<file path="src/common/tcs_pkg.sv">
package tcs_pkg;

   // ----------------------------------------------------------------
   // time base
   // ----------------------------------------------------------------
   localparam int unsigned CLK_HZ = 125_000_000;
   localparam int unsigned TICK_US = 500;                     // one time-base tick
   localparam int unsigned TICK_CYCLES = (CLK_HZ / 1_000_000) * TICK_US;
   localparam int unsigned PULSE_PERIOD_MS = 1000;            // one charge pulse a second
   localparam int unsigned SECOND_TICKS = (PULSE_PERIOD_MS * 1000) / TICK_US;
   localparam int unsigned TOPOFF_PULSE_US = 62500;           // 1/16 of a second
   localparam int unsigned TOPOFF_PULSE_TICKS = TOPOFF_PULSE_US / TICK_US;
   localparam int unsigned TRICKLE_STEP_US = 1000;            // width per select step
   localparam int unsigned TRICKLE_STEP_TICKS = TRICKLE_STEP_US / TICK_US;

   // ----------------------------------------------------------------
   // widths and reset values
   // ----------------------------------------------------------------
   localparam int unsigned TICK_W = 17;
   localparam int unsigned SEC_W = 11;
   localparam int unsigned TIME_W = 16;
   localparam int unsigned SEL_W = 8;
   localparam int unsigned SYNC_STAGES = 2;
   localparam logic [TIME_W-1:0] ELAPSED_RST = 16'h0000;

   // ----------------------------------------------------------------
   // sequencer states, one-hot
   // ----------------------------------------------------------------
   typedef enum logic [6:0] {
      TCS_IDLE     = 7'h01,  // waiting for fast charge to end
      TCS_TOPOFF   = 7'h02,  // top-off pulses, timer running
      TCS_TOP_COLD = 7'h04,  // top-off suspended, trickle, timer paused
      TCS_TOP_HOT  = 7'h08,  // no charge, timer still running
      TCS_TRICKLE  = 7'h10,  // maintenance trickle, no timer
      TCS_OT_HALT  = 7'h20,  // over-temperature stop
      TCS_DONE     = 7'h40   // max cell voltage reached
   } tcs_state_t;

   // comparator results from the analog front end
   typedef struct packed {
      logic cold;              // temperature_input above cold_fault_threshold
      logic hot;               // below hot_fault_threshold
      logic overtemp;          // below overtemp_cutoff_threshold
      logic at_max;            // cell_voltage_input at max_cell_voltage
      logic sense_above_low;   // current_sense_input above sense_low_limit
      logic sense_below_high;  // current_sense_input below sense_high_limit
      logic cap_large;         // timer_capacitor above top-off enable size
      logic res_small;         // timer_resistor below top-off enable size
   } tcs_cmp_t;

   localparam int unsigned CMP_W = $bits(tcs_cmp_t);

endpackage : tcs_pkg

</file>
<file path="src/core/tcs_sequencer.sv">
`timescale 1ns/1ps
`default_nettype none

module tcs_sequencer
   import tcs_pkg::*;
#(
   parameter int unsigned TICK_CYC = TICK_CYCLES,
   parameter int unsigned SEC_TICKS = SECOND_TICKS
) (
   input wire logic clk,
   input wire logic nrst,
   input wire logic ce,
   input wire logic charge_init,
   input wire logic fast_charge_done,
   input wire logic sleep_mode,
   input wire logic temp_sampling,
   input wire logic [TIME_W-1:0] max_charge_time,
   input wire logic [SEL_W-1:0] trickle_width_sel,
   input wire tcs_cmp_t cmp_raw,
   output logic charge_switch_output,
   output logic status_indicator_out,
   output logic status_indicator_oe,
   output logic timer_pin_pull_low,
   output logic timer_osc_run,
   output tcs_state_t charge_state
);

   // ----------------------------------------------------------------
   // declarations
   // ----------------------------------------------------------------
   tcs_cmp_t cmp;
   tcs_state_t state_q;
   tcs_state_t state_d;
   logic [TICK_W-1:0] tick_cnt_q;
   logic tick;
   logic [SEC_W-1:0] sec_cnt_q;
   logic sec_wrap;
   logic [TIME_W-1:0] elapsed_q;
   logic expired;
   logic topoff_en;
   logic sense_inside;
   logic pulse_window;
   logic switch_d;

   // ----------------------------------------------------------------
   // functions
   // ----------------------------------------------------------------

   // timer oscillator runs while top-off owns the timer
   function automatic logic timer_running(input tcs_state_t s);
      timer_running = (s == TCS_TOPOFF) || (s == TCS_TOP_HOT);
   endfunction : timer_running

   // pulse width in ticks for each charging state, zero when idle
   function automatic logic [SEC_W-1:0] pulse_ticks(input tcs_state_t s,
                                                      input logic [SEL_W-1:0] sel);
      logic [SEC_W-1:0] w;
      w = '0;
      case (s)
         TCS_TOPOFF: w = SEC_W'(TOPOFF_PULSE_TICKS);
         TCS_TOP_COLD,
         TCS_TRICKLE: w = SEC_W'(sel) * SEC_W'(TRICKLE_STEP_TICKS);
         default: w = '0;
      endcase
      pulse_ticks = w;
   endfunction : pulse_ticks

   // ----------------------------------------------------------------
   // comparator synchronisation
   // ----------------------------------------------------------------
   tcs_sync #(
      .WIDTH(CMP_W)
   ) u_sync (
      .clk(clk),
      .nrst(nrst),
      .ce(ce),
      .async_in(cmp_raw),
      .sync_out(cmp)
   );

   // ----------------------------------------------------------------
   // time base
   // ----------------------------------------------------------------

   // tick divider from the system clock
   assign tick = (tick_cnt_q == TICK_W'(TICK_CYC - 1));

   always_ff @(posedge clk or negedge nrst) begin
      if (!nrst) begin
         tick_cnt_q <= '0;
      end else if (ce) begin
         if (tick) begin
            tick_cnt_q <= '0;
         end else begin
            tick_cnt_q <= tick_cnt_q + TICK_W'(1);
         end
      end
   end

   // one-second pulse frame counted in ticks
   assign sec_wrap = tick && (sec_cnt_q == SEC_W'(SEC_TICKS - 1));

   always_ff @(posedge clk or negedge nrst) begin
      if (!nrst) begin
         sec_cnt_q <= '0;
      end else if (ce && tick) begin
         if (sec_wrap) begin
            sec_cnt_q <= '0;
         end else begin
            sec_cnt_q <= sec_cnt_q + SEC_W'(1);
         end
      end
   end

   // ----------------------------------------------------------------
   // top-off timer
   // ----------------------------------------------------------------

   // whole seconds of top-off used so far
   assign expired = (elapsed_q >= max_charge_time);

   always_ff @(posedge clk or negedge nrst) begin
      if (!nrst) begin
         elapsed_q <= ELAPSED_RST;
      end else if (ce) begin
         if (state_q == TCS_IDLE) begin
            elapsed_q <= ELAPSED_RST;
         end else if (timer_running(state_q) && sec_wrap && !expired) begin
            elapsed_q <= elapsed_q + TIME_W'(1);
         end
      end
   end

   // ----------------------------------------------------------------
   // next-state logic
   // ----------------------------------------------------------------

   // capacitor in the middle band counts as disabled
   assign topoff_en = cmp.cap_large && cmp.res_small;

   always_comb begin
      state_d = state_q;
      case (state_q)
         TCS_IDLE: begin
            if (fast_charge_done) begin
               state_d = topoff_en ? TCS_TOPOFF : TCS_TRICKLE;
            end
         end
         TCS_TOPOFF: begin
            if (cmp.at_max) begin
               state_d = TCS_DONE;
            end else if (cmp.overtemp) begin
               state_d = TCS_OT_HALT;
            end else if (expired) begin
               state_d = TCS_TRICKLE;
            end else if (cmp.hot) begin
               state_d = TCS_TOP_HOT;
            end else if (cmp.cold) begin
               state_d = TCS_TOP_COLD;
            end
         end
         TCS_TOP_COLD: begin
            if (cmp.at_max) begin
               state_d = TCS_DONE;
            end else if (cmp.overtemp) begin
               state_d = TCS_OT_HALT;
            end else if (cmp.hot) begin
               state_d = TCS_TOP_HOT;
            end else if (!cmp.cold) begin
               state_d = TCS_TOPOFF;
            end
         end
         TCS_TOP_HOT: begin
            if (cmp.overtemp) begin
               state_d = TCS_OT_HALT;
            end else if (!cmp.hot) begin
               state_d = expired ? TCS_TRICKLE : TCS_TOPOFF;
            end
         end
         TCS_TRICKLE: begin
            if (cmp.at_max) begin
               state_d = TCS_DONE;
            end
            // no timeout here, only max cell voltage or restart leaves
         end
         TCS_OT_HALT: begin
            if (!cmp.hot && !cmp.overtemp) begin
               state_d = TCS_TRICKLE;
            end
         end
         TCS_DONE: begin
            state_d = TCS_DONE;
         end
         default: begin
            state_d = TCS_IDLE;
         end
      endcase
      if (charge_init) begin
         state_d = TCS_IDLE;
      end
   end

   always_ff @(posedge clk or negedge nrst) begin
      if (!nrst) begin
         state_q <= TCS_IDLE;
      end else if (ce) begin
         state_q <= state_d;
      end
   end

   // ----------------------------------------------------------------
   // charge switch
   // ----------------------------------------------------------------

   // in-band current decision from the sense comparators, no memory between limits
   assign sense_inside = cmp.sense_above_low && cmp.sense_below_high;

   // pulse window at the start of each second
   assign pulse_window = (sec_cnt_q < pulse_ticks(state_q, trickle_width_sel));

   always_comb begin
      switch_d = 1'b0;
      case (state_q)
         TCS_TOPOFF: switch_d = pulse_window;
         TCS_TOP_COLD: switch_d = pulse_window;
         TCS_TRICKLE: switch_d = pulse_window && !cmp.hot && !cmp.overtemp;
         default: switch_d = 1'b0;
      endcase
      // inner current loop and outer voltage clamp
      switch_d = switch_d && sense_inside && !cmp.at_max;
   end

   always_ff @(posedge clk or negedge nrst) begin
      if (!nrst) begin
         charge_switch_output <= 1'b0;
      end else if (ce) begin
         charge_switch_output <= switch_d;
      end
   end

   // ----------------------------------------------------------------
   // status indicator
   // ----------------------------------------------------------------

   // open drain: lit only while fast charge is still running
   always_ff @(posedge clk or negedge nrst) begin
      if (!nrst) begin
         status_indicator_out <= 1'b0;
         status_indicator_oe <= 1'b0;
      end else if (ce) begin
         status_indicator_out <= 1'b0;
         status_indicator_oe <= (state_d == TCS_IDLE);
      end
   end

   // ----------------------------------------------------------------
   // timer pin
   // ----------------------------------------------------------------

   // sawtooth only while the timer counts, otherwise steady
   always_ff @(posedge clk or negedge nrst) begin
      if (!nrst) begin
         timer_pin_pull_low <= 1'b0;
         timer_osc_run <= 1'b0;
      end else if (ce) begin
         timer_pin_pull_low <= sleep_mode ||
                               (temp_sampling && state_d == TCS_IDLE);
         timer_osc_run <= !sleep_mode && timer_running(state_d);
      end
   end

   // ----------------------------------------------------------------
   // state report
   // ----------------------------------------------------------------
   always_ff @(posedge clk or negedge nrst) begin
      if (!nrst) begin
         charge_state <= TCS_IDLE;
      end else if (ce) begin
         charge_state <= state_d;
      end
   end

   // temperature classes come in ready made from the comparators

endmodule : tcs_sequencer

`default_nettype wire

</file>
<file path="src/core/tcs_sync.sv">
`timescale 1ns/1ps
`default_nettype none

// two-stage level synchroniser for a bundle of comparator results
module tcs_sync
   import tcs_pkg::*;
#(
   parameter int unsigned WIDTH = CMP_W
) (
   input wire logic clk,
   input wire logic nrst,
   input wire logic ce,
   input wire logic [WIDTH-1:0] async_in,
   output logic [WIDTH-1:0] sync_out
);

   logic [WIDTH-1:0] meta_q;

   // ----------------------------------------------------------------
   // first stage feeds only the second
   // ----------------------------------------------------------------
   always_ff @(posedge clk or negedge nrst) begin
      if (!nrst) begin
         meta_q <= '0;
         sync_out <= '0;
      end else if (ce) begin
         meta_q <= async_in;
         sync_out <= meta_q;
      end
   end

endmodule : tcs_sync

`default_nettype wire

</file>
<file path="config.mk">
export PLATFORM = sky130hd
export DESIGN_NAME = tcs_sequencer
export DESIGN_NICKNAME = d
export VERILOG_FILES = /design/src/common/tcs_pkg.sv /design/src/core/tcs_sequencer.sv /design/src/core/tcs_sync.sv
export SDC_FILE = /design/constraint.sdc
export NUM_CORES = 1
export LEC_CHECK = 0
export BUFFER_PORTS_ARGS = -buffer_cell sky130_fd_sc_hd__buf_2
export CAP_MARGIN = 10
export CORE_ASPECT_RATIO = 0.75
export CORE_MARGIN = 3
export CORE_UTILIZATION = 30
export DETAILED_ROUTE_END_ITERATION = 16
export PLACE_DENSITY_LB_ADDON = 0.12
export SLEW_MARGIN = 5
export SYNTH_ARGS = -nofsm -noshare
export SYNTH_HDL_FRONTEND = slang
export SYNTH_SLANG_ARGS = --single-unit
</file>
<file path="constraint.sdc">
create_clock -name clk -period 3.1 [get_ports clk]
set_input_delay 0.31 -clock clk [delete_from_list [all_inputs] [get_ports clk]]
set_output_delay 0.31 -clock clk [all_outputs]
set_load 0.02 [all_outputs]
</file>
; ---- After elaboration in Yosys (flattened, before gate mapping)
; Cells that the tools add are included.
[totals]
ff_bits = 71
in_bits = 39
out_inout_bits = 12
wordCells = 76
[classes]
addsub = 3
magnitude_cmp = 2
eq_ne = 12
mux = 24
reduce_logical = 25
[ops]
columns = op, n
row1 = two-way mux 7 bit, 15
row2 = one-hot mux 7 bit (7 select lines), 1
row3 = two-way mux 16 bit, 2
row4 = one-hot mux 9 bit (2 select lines), 1
row5 = adder 17 x 1 -> 17 bit (second input constant), 1
row6 = == test 17 x 16 -> 1 bit (second input constant), 1
row7 = two-way mux 17 bit, 1
row8 = adder 16 x 1 -> 16 bit (second input constant), 1
row9 = greater-or-equal comparator 16 bit, 1
row10 = == test 7 x 1 -> 1 bit (second input constant), 2
row11 = == test 7 x 2 -> 1 bit (second input constant), 2
row12 = == test 7 x 4 -> 1 bit (second input constant), 2
row13 = logical AND 1 bit, 13
row14 = adder 11 x 1 -> 11 bit (second input constant), 1
row15 = == test 11 bit (second input constant), 1
row16 = < comparator 11 bit, 1
row17 = two-way mux 11 bit, 1
row18 = two-way mux 5 bit, 2
row19 = == test 7 x 3 -> 1 bit (second input constant), 1
row20 = == test 7 x 5 -> 1 bit (second input constant), 1
row21 = == test 7 x 6 -> 1 bit (second input constant), 1
row22 = == test 7 bit (second input constant), 1
row23 = logical NOT 1 bit, 5
row24 = OR reduction 2 bit, 2
row25 = other kinds (4), 6

; ---- Longest topological paths before layout
[depth]
word_depth = 10
depth_mapped = 11

; ---- Hierarchy
; From an unflattened synthesis, not the netlist that was laid out.
[hier_totals]
cells_unflattened = 454
hier_area_um2 = 4344.2
[by_module_without_submodules]
columns = module, instances, cells_per_inst, area_per_inst_um2, seq_area_each_um2
row1 = tcs_sequencer, 1, 420, 3694.8, 1377.6
row2 = tcs_sync, 1, 34, 649.4, 400.4

; ---- Least setup slack after synthesis
; Ideal clock, no wire load.
[synth_timing]
path_type = reg-to-reg
startpoint = register charge_state[5] (netlist name)
endpoint = register charge_switch_output
setup_ns = 0.078
arrival_ns = 2.651
required_time_ns = 3.022
setup_slack_ns = 0.371
path_stages_with_launch = 10
period_less_slack_ns = 2.729
path_cell_list = dfrtp_1 > or3_1 > nor4_1 > a21oi_1 > ha_1 > o21a_1 > o21a_1 > o2111ai_1 > a21oi_1 > o2bb2ai_1
[synth_rtl]
columns = element, line_no
row1 = to (signal assigned), tcs_sequencer.sv:237  ; charge_switch_output <= switch_d;
row2 = to (decl), tcs_sequencer.sv:20  ; output logic charge_switch_output,

; ---- Worst setup path in the final report
[layout_timing]
startpoint = register tick_cnt_q[0]
endpoint = register elapsed_q[2]
[layout_between]
elab_chain_len = 6
[layout_lines]
columns = element, line_no
row1 = from (decl), tcs_sequencer.sv:34  ; logic [TICK_W-1:0] tick_cnt_q;
row2 = from (signal assigned), tcs_sequencer.sv:95  ; tick_cnt_q <= tick_cnt_q + TICK_W'(1);
row3 = == test 17 x 16 -> 1 bit, tcs_sequencer.sv:86  ; assign tick = (tick_cnt_q == TICK_W'(TICK_CYC - 1));
row4 = logical AND 1 bit, tcs_sequencer.sv:101  ; assign sec_wrap = tick && (sec_cnt_q == SEC_W'(SEC_TICKS - 1));
row5 = logical AND 1 bit (2 in series), tcs_sequencer.sv:128  ; end else if (timer_running(state_q) && sec_wrap && !expired) begin
row6 = nonzero test 2 bit (no source line), -
row7 = AND reduction 2 bit (no source line), -
row8 = to (signal assigned), tcs_sequencer.sv:129  ; elapsed_q <= elapsed_q + TIME_W'(1);
row9 = to (decl), tcs_sequencer.sv:38  ; logic [TIME_W-1:0] elapsed_q;
; No other way between the ends.
; A chain may end at the register's enable or synchronous reset.

==> impl_results.md <==
* Status: finished clean
* Input/output buffers at a little under 50
* First-pass detailed-route iteration total at 5
* Die height at roughly 110 um
* H-tree depth at 3
* Leak at about 2.3 nW
* CTS tree: built
* Sequential share of power at 0.417
* P_int at 1.881 mW
* Worst-path fanout max at 5
* Via density per instance at 5.086
* Levels on crit path at 7
* Maxcap violations at 0
* CTS hold repair buffers at 0
* CP Cell Sequence: ha_1, or4b_1, or4_4, nor3_1, nand4_1, or3_1, o311ai_2
* Fin Clk Skew at approximately 0.0045 ns
* Crit path kind: flop to flop
* Finished Layout Cells at about 730
* Root Driver: clkbuf_16
* Reg2reg end: elapsed_q[2]
* Pwr Total at roughly 2.6 mW
* Final instance area at ~0.0053 mm^2
* Clock Path Buffers at 2
* Clk_lat worst skew at about 0.34 ns
* Reg2Reg Launch Point: tick_cnt_q[0]
* Multi-input logic area at around 0.0024 mm^2
* Register area at 0.001778 mm^2
* Critical Path RT at approximately 3.3 ns
* Clk network pwr share at 0.446
* GRT Util Overall at 0.1488
* Syn_area_per_cell at 9.234 um^2
* Drt total wl at about 12000 um
* Area grow syn2layout at 20.15%
* Worst setup path endpoint: elapsed_q[2]
* Die width at about 150 um
* Switch Pwr at about 0.71 mW
* Congestion Overflow GR at 0
* P per Cell Area at slightly below 500 mW/mm^2
* Worst Tran Pin Value at 0.8596 ns
* Residual DRC at 0
* Largest net degree at the start of global routing at 34
* Hold_ws at roughly 0.068 ns
* FF-to-FF setup slack at roughly 0.24 ns
* Util after Layout at 0.3761
* CP startpoint kind: flop
* R2R cell count at 7
* Core area at about 0.014 mm^2
* Dpl hpwl at around 8800 um
* Reg clk slew, reported paths at approximately 0.06 ns
* Worst Setup End Kind: flop
* Power share of the combinational group at 0.137
* Synth Instances at roughly 470
* Placer Congestion at ~0.83
* Top Ports at just over 50
* Layout cells sized above 1 at 0.1948
* Post-CTS Setup Inserts at 0
* Die area at approximately 0.016 mm^2
* Via count at 3733
* Fin worst setup slack at 0.2431 ns
* Period minus WS final at about 2.9 ns
* Post-synthesis sequential area ratio at 0.4062
* Setup TNS at 0 ns
* Clock Sinks at 71
* Most common flop cell mapped by yosys: dfrtp_1
* Detail Route Antenna Nets at 0
* Placed Cells at 718
* Drt initial violations at 273
* Slew headroom at 0.4255
* Final setup violation count at 0
* Fillers at between 1000 and 1500
* Synth Net Count at between 500 and 600
* Critical path's largest stage delay at between 0.5 and 0.6 ns
* CTS Buf Count at 9
* EDFF count, synth at 0
* Yosys warnings at 0
* Vias in the first global route at around 3600
* Placed inst area at slightly below 0.005 mm^2
* Floorplan row count at 37
* Critical Path Start: tick_cnt_q[0]
* Family with the most delay on the worst path: simple AND/OR/NAND/NOR gates
* Slowest CP cell: or4_4
* Layout Nets at 600
* Routed WL per cell at around 16 um
* Synth Cell Area at 0.004377 mm^2
* Crit path buffers/inverters at 0
* Highest clock rate at ~0.35 GHz
* Synth top area cells: dfrtp_1 (40%), ha_1 (7.7%), nand2_1 (4.6%)
* #FFs+latches synth at a little over 70
* Peak VDD IR at 286.5 uV
* Post-synthesis async set-or-reset flop share at 1.000
* Pins over their slew limit at 0
* Initial core utilization at 0.3130
* Area share of the largest cell type after synthesis at 0.4002
* Final period util at 0.9216
* Cell variety after synth at 56
* Tightest Hold Check Type: primary input to async pin
* First-pass GRT wire length at ~19000 um
* Post-CTS resize count at 0
* ANT cells at 0
* Final hold viol count at 0
* Pre-CTS WS at 0.2858 ns
* Sw Ratio at 0.2743
* Antenna violations before repair at 0
* Worst EP arrival at 3.10 ns
* Cell accounting for the most synthesized area: dfrtp_1
* RSZ-0062 raised after global routing: no
-- cell usage in the layout, fill, tap and decap left out, types with 15 or more instances in the layout --
master	netlist	routed
inv_1	27	27
mux2_2	16	16
buf_4	1	18
nor2_1	27	27
nand4_1	18	18
nand3_1	24	24
nand2b_1	15	15
dfrtp_1	70	70
o21ai_0	15	15
buf_2	1	49
nand2_1	54	54
ha_1	27	27
a21oi_1	32	32
-- worst reg2reg max path, stage by stage (launching register included) --
cell and delay (ns):
dfrtp_1 0.37, ha_1 0.19, or4b_1 0.46, or4_4 0.58, nor3_1 0.21, nand4_1 0.26, or3_1 0.46, o311ai_2 0.23
-- layer usage --
metal / track usage / vias to the layer above / wire length [um]
met5: 0 / - / 0
met4: 0.03669 / 0 / 119
met3: 0.03774 / 13 / 685
met2: 0.1979 / 92 / 4597
met1: 0.2354 / 1794 / 6188
li1: - / 1834 / -
-- registers in the layout, indices dropped and copies added (netlist names), 7 cells and up --
| signal | cells |
|---|---|
| u_sync.meta_q | 8 |
| tick_cnt_q | 17 |
| sec_cnt_q | 11 |
| u_sync.sync_out | 8 |
| charge_state | 7 |
| elapsed_q | 16 |
-- cells by family (layout without fill, tap and decap cells) --
logic type,Yosys count,count (layout),synth area share
DFF,71,71,0.4062
xor gates and xnor gates,19,19,0.03802
muxes,30,30,0.07318
buffers and inverters,45,110,0.03974
adders and majority gates,27,27,0.07719
AOI/OAI and AO/OA,91,91,0.1367
other,1,1,0.0008568
and+or+nand+nor,190,190,0.2281
-- cell type report --
class | instances | area share
Clock buffer | 10 | 0.04544
Clock inverter | 6 | 0.01737
Inverter | 27 | 0.01927
Multi-Input combinational cell | 358 | 0.4611
Sequential cell | 71 | 0.3381
Tap cell | 195 | 0.04640
Timing Repair Buffer | 67 | 0.07233
-- power groups by stage --
stage	sequential [mW]	combinational, mW	clock (mW)
finish	1.08	0.355	1.16
CTS	1.08	0.357	1.19
global placement	1.09	0.352	0
detailed placement	1.10	0.354	0
global route	1.09	0.398	1.23
floorplan	1.07	0.226	0
-- how the worst min path moves through the flow --
stage / from / endpoint / slack (ns) / depth (start not counted)
floorplan: nrst / charge_state[1] / 0.01 / 0
global placement: nrst / charge_state[3] / 0.44 / 1
detailed placement: nrst / charge_state[3] / 0.46 / 1
CTS: nrst / elapsed_q[2] / 0.1 / 1
global route: nrst / elapsed_q[2] / 0.14 / 1
finish: nrst / charge_state[5] / 0.07 / 1
-- cell usage after synthesis, drive strengths merged, types with 2 or more instances --
master,instances
nor4b,2
nor3,11
o21a,8
nand2,54
o21ai,15
a21o,3
mux2i,14
o211ai,6
mux2,16
dfrtp,70
buf,3
nand4,18
xnor2,10
and4,5
a31oi,2
inv,27
nor4,7
nor2,27
clkbuf,15
o31ai,5
a41oi,3
and2,4
or4,3
o31a,2
nand4b,4
and3,2
nor2b,3
nand3,24
a21oi,32
xor2,9
nand2b,15
or4b,4
ha,27
or3,3
o2bb2ai,4
(Power assumes the default switching activity.)
